--- config.mk ---
export PLATFORM = sky130hd
export DESIGN_NAME = pamc_top
export DESIGN_NICKNAME = d
export VERILOG_FILES = /design/src/inc/pamc_pkg.sv /design/src/inc/pamc_tmr_if.sv /design/src/rtl/pamc_timer.sv /design/src/rtl/pamc_top.sv
export VERILOG_INCLUDE_DIRS = /design/src /design/src/inc
export SDC_FILE = /design/constraint.sdc
export NUM_CORES = 1
export LEC_CHECK = 0
export ABC_AREA = 0
export BUFFER_PORTS_ARGS = -buffer_cell sky130_fd_sc_hd__buf_4
export CORE_MARGIN = 2
export CORE_UTILIZATION = 59
export CTS_BUF_LIST = sky130_fd_sc_hd__clkbuf_4
export DETAILED_ROUTE_END_ITERATION = 8
export PLACE_DENSITY = 0.82
export SETUP_SLACK_MARGIN = 0.15
export SLEW_MARGIN = 20
export SYNTH_ARGS = -nofsm -noshare
export SYNTH_HDL_FRONTEND = slang
export SYNTH_SLANG_ARGS = --single-unit
--- constraint.sdc ---
create_clock -name clock_in -period 2.4 [get_ports clock_in]
set_input_delay 0.48 -clock clock_in [delete_from_list [all_inputs] [get_ports clock_in]]
set_output_delay 0.48 -clock clock_in [all_outputs]
set_load 0.02 [all_outputs]
--- src/inc/pamc_consts.svh ---
// register offsets, field positions, reset values and timing figures
`ifndef PAMC_CONSTS_SVH
`define PAMC_CONSTS_SVH

// ====================================================================
// register indices (byte address is four times the index)
`define PAMC_IDX_POLARITY 16'h0475
`define PAMC_IDX_MON_PERIOD 16'h0480
`define PAMC_IDX_MON_MODE 16'h0481

// ====================================================================
// field positions
`define PAMC_POL_FORCE_BIT 12
`define PAMC_POL_VALUE_BIT 13
`define PAMC_PERIOD_MSB 3
`define PAMC_MODE_PERIODIC_BIT 1
`define PAMC_MODE_START_BIT 0

// ====================================================================
// reset values and period field mask
`define PAMC_RST_POLARITY 16'h0000
`define PAMC_RST_MON_PERIOD 16'h0002
`define PAMC_RST_MON_MODE 16'h00A2
`define PAMC_PERIOD_MASK 16'h000F

// ====================================================================
// timing
`define PAMC_STEP_MS 16
`define PAMC_CLK_KHZ 10000
`define PAMC_STEP_CYCLES (`PAMC_STEP_MS * `PAMC_CLK_KHZ)

`endif

--- src/inc/pamc_pkg.sv ---
// types shared by the polarity and monitor configuration block
package pamc_pkg;

   // ====================================================================
   // register word
   typedef logic [15:0] pamc_word_t;

   // ====================================================================
   // monitor sequencer states, one-hot
   typedef enum logic [2:0]
   {
      PAMC_IDLE    = 3'b001,
      PAMC_MEASURE = 3'b010,
      PAMC_WAIT    = 3'b100
   } pamc_state_e;

endpackage

--- src/inc/pamc_tmr_if.sv ---
// link between the monitor sequencer and its cycle timer
`timescale 1ns/10ps
interface pamc_tmr_if;
   logic start;
   logic [3:0] period;
   logic expire;

   // ====================================================================
   // sequencer side
   modport ctrl
   (
      output start,
      output period,
      input expire
   );

   // ====================================================================
   // timer side
   modport timer
   (
      input start,
      input period,
      output expire
   );
endinterface

--- src/rtl/pamc_timer.sv ---
// monitor cycle timer counting whole sampling steps
`timescale 1ns/10ps
module pamc_timer
   import pamc_pkg::*;
#(
   parameter int STEP_CYCLES = 160000,
   parameter int STEP_W = $clog2(STEP_CYCLES + 1)
)
(
   input wire logic clock_in,
   input wire logic rst_n_in,
   pamc_tmr_if.timer tmr
);

   logic [STEP_W-1:0] step_reg;
   logic [STEP_W-1:0] step_next;
   logic [3:0] left_reg;
   logic [3:0] left_next;
   logic expire_reg;
   logic expire_next;

   // ====================================================================
   // next step and remaining code count
   always_comb
   begin
      step_next = step_reg;
      left_next = left_reg;
      expire_next = 1'b0;
      if (tmr.start)
      begin
         step_next = STEP_W'(STEP_CYCLES - 1);
         // zero code runs as one step
         left_next = (tmr.period == 4'h0) ? 4'h1 : tmr.period;
      end
      else if (left_reg != 4'h0)
      begin
         if (step_reg == '0)
         begin
            left_next = left_reg - 4'h1;
            step_next = STEP_W'(STEP_CYCLES - 1);
            expire_next = (left_reg == 4'h1);
         end
         else
         begin
            step_next = step_reg - STEP_W'(1);
         end
      end
   end

   // ====================================================================
   // timer state
   always_ff @(posedge clock_in or negedge rst_n_in)
   begin
      if (!rst_n_in)
      begin
         step_reg <= '0;
         left_reg <= 4'h0;
         expire_reg <= 1'b0;
      end
      else
      begin
         step_reg <= step_next;
         left_reg <= left_next;
         expire_reg <= expire_next;
      end
   end

   assign tmr.expire = expire_reg;

endmodule // pamc_timer

--- src/rtl/pamc_top.sv ---
// polarity override and temperature / supply monitor configuration
`timescale 1ns/10ps
`include "pamc_consts.svh"
module pamc_top
   import pamc_pkg::*;
#(
   parameter int STEP_CYCLES = `PAMC_STEP_CYCLES,
   parameter int ADDR_W = 16
)
(
   input wire logic clock_in,
   input wire logic rst_n_in,
   input wire logic [ADDR_W-1:0] addr_in,
   input wire logic [15:0] wdata_in,
   input wire logic write_in,
   input wire logic read_in,
   output logic [15:0] rdata_out,
   input wire logic auto_polarity_in,
   output logic line_polarity_out,
   output logic auto_correct_en_out,
   input wire logic monitor_done_in,
   output logic monitor_trigger_out,
   output logic monitor_busy_out
);

   // ====================================================================
   // address decode
   localparam logic [ADDR_W-1:0] ADDR_POLARITY = ADDR_W'({`PAMC_IDX_POLARITY, 2'b00});
   localparam logic [ADDR_W-1:0] ADDR_PERIOD = ADDR_W'({`PAMC_IDX_MON_PERIOD, 2'b00});
   localparam logic [ADDR_W-1:0] ADDR_MODE = ADDR_W'({`PAMC_IDX_MON_MODE, 2'b00});

   logic sel_polarity;
   logic sel_period;
   logic sel_mode;

   // one select per mapped word
   assign sel_polarity = (addr_in == ADDR_POLARITY);
   assign sel_period = (addr_in == ADDR_PERIOD);
   assign sel_mode = (addr_in == ADDR_MODE);

   // ====================================================================
   // register file state
   pamc_word_t polarity_reg;
   pamc_word_t polarity_next;
   pamc_word_t period_reg;
   pamc_word_t period_next;
   pamc_word_t mode_reg;
   pamc_word_t mode_next;
   pamc_word_t rdata_reg;
   pamc_word_t rdata_next;

   // sequencer takes the pending start this cycle
   logic start_accept;
   pamc_word_t mode_view;

   // read view of the mode word
   assign mode_view = mode_reg;

   // next register contents and read answer
   always_comb
   begin
      polarity_next = polarity_reg;
      period_next = period_reg;
      mode_next = mode_reg;
      rdata_next = 16'h0000;
      // start is cleared by hardware once taken
      // self-clearing start
      if (start_accept)
      begin
         mode_next[`PAMC_MODE_START_BIT] = 1'b0;
      end
      if (write_in)
      begin
         if (sel_polarity)
         begin
            polarity_next = wdata_in;
         end
         if (sel_period)
         begin
            period_next = wdata_in & `PAMC_PERIOD_MASK;
         end
         if (sel_mode)
         begin
            // a written one sets, a written zero leaves it alone
            // zero write no effect
            mode_next[15:1] = wdata_in[15:1];
            mode_next[`PAMC_MODE_START_BIT] = mode_next[`PAMC_MODE_START_BIT]
               | wdata_in[`PAMC_MODE_START_BIT];
         end
      end
      if (read_in)
      begin
         if (sel_polarity)
         begin
            rdata_next = polarity_reg;
         end
         else if (sel_period)
         begin
            rdata_next = period_reg;
         end
         else if (sel_mode)
         begin
            rdata_next = mode_view;
         end
         else
         begin
            rdata_next = 16'h0000; // unmapped reads zero
         end
      end
   end

   // register file flops
   always_ff @(posedge clock_in or negedge rst_n_in)
   begin
      if (!rst_n_in)
      begin
         polarity_reg <= `PAMC_RST_POLARITY;
         period_reg <= `PAMC_RST_MON_PERIOD;
         mode_reg <= `PAMC_RST_MON_MODE;
         rdata_reg <= 16'h0000;
      end
      else
      begin
         polarity_reg <= polarity_next;
         period_reg <= period_next;
         mode_reg <= mode_next;
         rdata_reg <= rdata_next;
      end
   end

   assign rdata_out = rdata_reg;

   // ====================================================================
   // line polarity selection
   logic line_pol_reg;
   logic line_pol_next;
   logic auto_en_reg;
   logic auto_en_next;

   // choose forced or corrected polarity
   always_comb
   begin
      if (polarity_reg[`PAMC_POL_FORCE_BIT])
      begin
         auto_en_next = 1'b0;
         line_pol_next = polarity_reg[`PAMC_POL_VALUE_BIT];
      end
      else
      begin
         auto_en_next = 1'b1;
         line_pol_next = auto_polarity_in;
      end
   end

   // polarity outputs
   always_ff @(posedge clock_in or negedge rst_n_in)
   begin
      if (!rst_n_in)
      begin
         line_pol_reg <= 1'b0;
         auto_en_reg <= 1'b1;
      end
      else
      begin
         line_pol_reg <= line_pol_next;
         auto_en_reg <= auto_en_next;
      end
   end

   assign line_polarity_out = line_pol_reg;
   assign auto_correct_en_out = auto_en_reg;

   // ====================================================================
   // measurement-done synchroniser and edge detect
   logic done_s1_reg;
   logic done_s2_reg;
   logic done_s3_reg;
   logic done_edge;

   // two flops before use, third for the edge
   always_ff @(posedge clock_in or negedge rst_n_in)
   begin
      if (!rst_n_in)
      begin
         done_s1_reg <= 1'b0;
         done_s2_reg <= 1'b0;
         done_s3_reg <= 1'b0;
      end
      else
      begin
         done_s1_reg <= monitor_done_in;
         done_s2_reg <= done_s1_reg;
         done_s3_reg <= done_s2_reg;
      end
   end

   assign done_edge = done_s2_reg & ~done_s3_reg;

   // ====================================================================
   // cycle timer
   pamc_tmr_if tmr ();

   pamc_timer #(
      .STEP_CYCLES(STEP_CYCLES)
   ) u_timer (
      .clock_in(clock_in),
      .rst_n_in(rst_n_in),
      .tmr(tmr)
   );

   // ====================================================================
   // monitor sequencer
   pamc_state_e state_reg;
   pamc_state_e state_next;
   logic trigger_reg;
   logic trigger_next;
   logic busy_reg;
   logic busy_next;
   logic tmr_start_reg;
   logic tmr_start_next;
   logic periodic;

   assign periodic = mode_reg[`PAMC_MODE_PERIODIC_BIT];

   // next sequencer state
   always_comb
   begin
      state_next = state_reg;
      trigger_next = 1'b0;
      tmr_start_next = 1'b0;
      start_accept = 1'b0;
      case (state_reg)
         PAMC_IDLE:
         begin
            if (mode_reg[`PAMC_MODE_START_BIT])
            begin
               start_accept = 1'b1;
               trigger_next = 1'b1;
               state_next = PAMC_MEASURE;
            end
         end
         PAMC_MEASURE:
         begin
            if (done_edge)
            begin
               if (periodic)
               begin
                  tmr_start_next = 1'b1;
                  state_next = PAMC_WAIT;
               end
               else
               begin
                  state_next = PAMC_IDLE;
               end
            end
         end
         PAMC_WAIT:
         begin
            if (!periodic)
            begin
               state_next = PAMC_IDLE;
            end
            // an expiry left over from an older run is ignored while the timer reloads
            else if (tmr.expire && !tmr_start_reg)
            begin
               trigger_next = 1'b1;
               state_next = PAMC_MEASURE;
            end
         end
         default:
         begin
            state_next = PAMC_IDLE;
         end
      endcase
      busy_next = (state_next != PAMC_IDLE);
   end

   // sequencer flops
   always_ff @(posedge clock_in or negedge rst_n_in)
   begin
      if (!rst_n_in)
      begin
         state_reg <= PAMC_IDLE;
         trigger_reg <= 1'b0;
         busy_reg <= 1'b0;
         tmr_start_reg <= 1'b0;
      end
      else
      begin
         state_reg <= state_next;
         trigger_reg <= trigger_next;
         busy_reg <= busy_next;
         tmr_start_reg <= tmr_start_next;
      end
   end

   // timer hookup and outputs
   assign tmr.start = tmr_start_reg;
   assign tmr.period = period_reg[`PAMC_PERIOD_MSB:0];
   assign monitor_trigger_out = trigger_reg;
   assign monitor_busy_out = busy_reg;

endmodule // pamc_top

==> summary.txt <==
Outcome
  • Status: finished, final reports clean

Die
  • Die Footprint: 7210 µm²
  • Horiz. Die Dim: 84.9 µm
  • Io pins: 58
  • Chip height: 84.9 µm
  • Effective utilization at floorplan: 60.9%
  • Number of placement rows: 29
  • Placeable Area: 6350 µm²

Routing
  • Detailed Route Iter0 Violations: 98
  • DRC viols: 0
  • Via density per instance: 5.86
  • WL/cell: 16.1 µm
  • First-pass iteration count of the detailed router: 4
  • Detailed-route via count: 2742
  • Total routed wirelength: 7540 µm
  • Detail Route Antenna Nets: 0

STA
  • F_max: 483 MHz
  • Largest clock skew in the final design: 12.9 ps
  • Worst slack on hold paths: 154 ps
  • Worst Max-Slew Pin Slew: 521 ps
  • Worst slew margin relative to its limit: 65.0%
  • Fin. max-slew vios: 0
  • Post-route fraction of the period consumed by the critical path: 86.3%
  • Time the worst path needs with I/O delays and setup: 2070 ps
  • RSZ-0062 raised after global routing: no
  • Sum Neg Setup Slack: 0 ps
  • Number of hold violations in the final report: 0
  • Final setup fails: 0

Setup path
  • Critical path start-end classification: flip-flop to flip-flop
  • R2r setup slk: 330 ps
  • Slowest cell delay on critical path: 440 ps
  • Number of cells traversed by the worst register-to-register path: 7
  • Critical path's top delay family: simple AND/OR/NAND/NOR gates
  • Critical Path RT: 2730 ps
  • Startpoint Class: flip-flop
  • Reg-to-reg critical path startpoint: u_timer.step_reg[0]
  • Termination of the worst setup path: u_timer.left_reg[2]
  • Worst path slowest cell: sky130_fd_sc_hd__dfrtp_1
  • Destination of the worst register-to-register timing path: u_timer.left_reg[2]
  • Worst path buffer plus inverter count: 1
  • Arrival time reported for the critical path endpoint: 2400 ps
  • Cell-by-cell trace of the critical path: inv_1 > ha_1 > nor3b_2 > and4b_2 > and2_1 > a21boi_2 > o31a_1
  • Maximum fanout along the worst path: 7
  • Beginning of the critical path: u_timer.step_reg[0]
  • Cell count along the critical path: 7
  • Worst Setup End Kind: flip-flop

GRT
  • Met1 global-route usage: 29.1%
  • Total congestion overflow: 0
  • Layer with the highest usage: met2
  • Gr usage total: 22.9%
  • Initial antenna violation count: 0
  • Met2 track demand over resource in global routing: 39.3%
  • Pin count of the biggest net entering global routing: 40
  • Global routing usage on met3: 3.99%
  • Wire length of the first global-routing pass: 13000 µm
  • Vias in the first global route: 2783

Synthesis
  • Synth cell types: 61
  • Dominant register cell in the synthesized netlist: sky130_fd_sc_hd__dfrtp_1
  • Cell type with the largest total area after synthesis: sky130_fd_sc_hd__dfrtp_1
  • Post-synth net total: 359
  • Number of synthesized flops with an enable pin: 0
  • Yosys warns: 0
  • Synth Cell Area: 3860 µm²
  • Mapped Cells: 318
  • Register area share after synthesis: 55.9%
  • Area share of the largest cell type after synthesis: 51.8%
  • Number of register bits inferred by synthesis: 86
  • Mean instance size in the synthesized netlist: 12.2 µm²
  • Most area-consuming cells after synthesis: sky130_fd_sc_hd__dfrtp_1, sky130_fd_sc_hd__mux2_2, sky130_fd_sc_hd__dfstp_2, sky130_fd_sc_hd__a22o_1, sky130_fd_sc_hd__a21oi_1
  • Share of flip-flops with an asynchronous set or reset: 100%

Finish
  • Finished Cell Area: 4580 µm²
  • Layout cells sized above 1: 36.1%
  • Commonest cells after routing, fill and taps aside: sky130_fd_sc_hd__dfrtp_1, sky130_fd_sc_hd__buf_4, sky130_fd_sc_hd__mux2_2, sky130_fd_sc_hd__nor2_1, sky130_fd_sc_hd__a21oi_1
  • Layout overhead on the synthesized area: 18.6%
  • Flip-flop count of the largest register after layout: 18
  • Count of filler cells inserted in the layout: 434
  • Leading cell type in the layout, fill and taps excluded: sky130_fd_sc_hd__dfrtp_1
  • Antenna cell count: 0
  • Sequential cell area: 2160 µm²
  • Total number of nets in the final design: 428
  • Multi-input gate area in the final layout: 1590 µm²

CTS
  • Register clock-pin slew on the reported worst setup and hold paths: 120 ps
  • Sinks on Clock Net: 86
  • Clock tree from TritonCTS: done
  • Source-to-sink clock delay at the later pin of the worst-skew pair: 430 ps
  • Count of H-tree levels built during CTS: 3
  • Post-CTS setup repair buffer count: 0
  • Buffer depth of the longest clock path: 2
  • Number of clock buffers inserted by TritonCTS: 9
  • Buffer type at the clock tree root: sky130_fd_sc_hd__clkbuf_4

Placed design
  • Buffers added on ports: 57
  • Final Wtd Congestion: 0.807
  • Area after detailed placement: 4390 µm²
  • Dpl hpwl: 5420 µm

Power
  • Static leakage power: 2.25 nW
  • Power per Cell Area: 783 nW/µm²
  • Worst voltage drop across the vdd grid: 0.569 mV

Job
  • Max-cap violations: 0

Worst hold path
  • Hold path start: monitor_done_in
  • Class of the worst hold path: primary input to flip-flop
[worst reg2reg max path, stage by stage (launching register included)]
cell and delay [ps]:
sky130_fd_sc_hd__dfrtp_1 440, sky130_fd_sc_hd__inv_1 80, sky130_fd_sc_hd__ha_1 200, sky130_fd_sc_hd__nor3b_2 230
sky130_fd_sc_hd__and4b_2 360, sky130_fd_sc_hd__and2_1 310, sky130_fd_sc_hd__a21boi_2 90, sky130_fd_sc_hd__o31a_1 270
[power breakdown]
part | switching [mW] | internal (mW) | total (mW) | leakage, nW
logic | 0.509 | 0.341 | 0.851 | 1.01
clock network | 0.471 | 0.531 | 1.00 | 0.0962
registers | 0.158 | 1.58 | 1.73 | 1.14
[worst min path at each step]
stage / endpoint / slack, ps / cells after the start
finish: done_s1_reg / 150 / 1
global route: done_s1_reg / 130 / 1
CTS: done_s1_reg / 130 / 1
detailed placement: done_s2_reg / 360 / 0
global placement: done_s2_reg / 330 / 0
floorplan: done_s1_reg / 180 / 0
[kinds of logic (layout without fill, tap and decap cells)]
| kind of cell | count (synthesis) | in the layout | synth area share [%] |
|---|---|---|---|
| XOR/XNOR | 2 | 2 | 0.453 |
| multiplexers | 38 | 38 | 11.0 |
| adder cells (fa/ha/maj) | 3 | 3 | 0.971 |
| buffers and inverters | 22 | 95 | 3.04 |
| flip-flops | 86 | 86 | 55.9 |
| AND/OR/NAND/NOR | 98 | 98 | 15.7 |
| AO/OA/AOI/OAI | 69 | 69 | 12.9 |
[per-layer routing]
layer | vias to the layer above | part of all wire (%)
met4 | 0 | 1.8
met2 | 60 | 52
met3 | 14 | 3.9
li1 | 1313 | -
met1 | 1355 | 42
met5 | - | 0
[Yosys cell counts (all sizes together) (3+ instances only)]
cell	count
dfrtp	80
mux2	37
nor2	20
a21oi	16
nand2	14
a22o	12
inv	12
nand3	12
nor3	11
o21ai	9
buf	8
nor4	8
dfstp	6
a31oi	5
nand2b	5
nor3b	5
o2bb2ai	5
and2	4
and3	4
o211a	4
a32oi	3
ha	3
or4	3
[timing repair]
action	4_1_cts	5_1_grt
setup endpoints to repair	1	6
gates resized for setup	1	1
hold buffers	1	0
hold endpoints to repair	7	0
[layout make-up]
cell class	instances	area share, %
multi-input cells	210	34.8
flip-flops and latches	86	47.1
clock buffers	10	1.64
inverters	12	0.983
repair buffers	68	11.2
well taps	77	2.10
clock inverters	5	2.18
[per-stage QoR]
step | cells | power (mW) | setup slack (ps) | utilization (%)
6_report | 468 | 3.59 | 328 | 72.2
5_1_grt | 468 | 3.79 | 158 | 72.2
4_1_cts | 468 | 3.59 | 215 | 72.1
3_5_place_dp | 452 | 2.60 | 198 | 69.2
3_3_place_gp | 452 | 2.56 | 248 | 69.2
2_1_floorplan | 318 | 2.31 | 405 | -
Note: power is estimated with default switching activity, not from simulation.
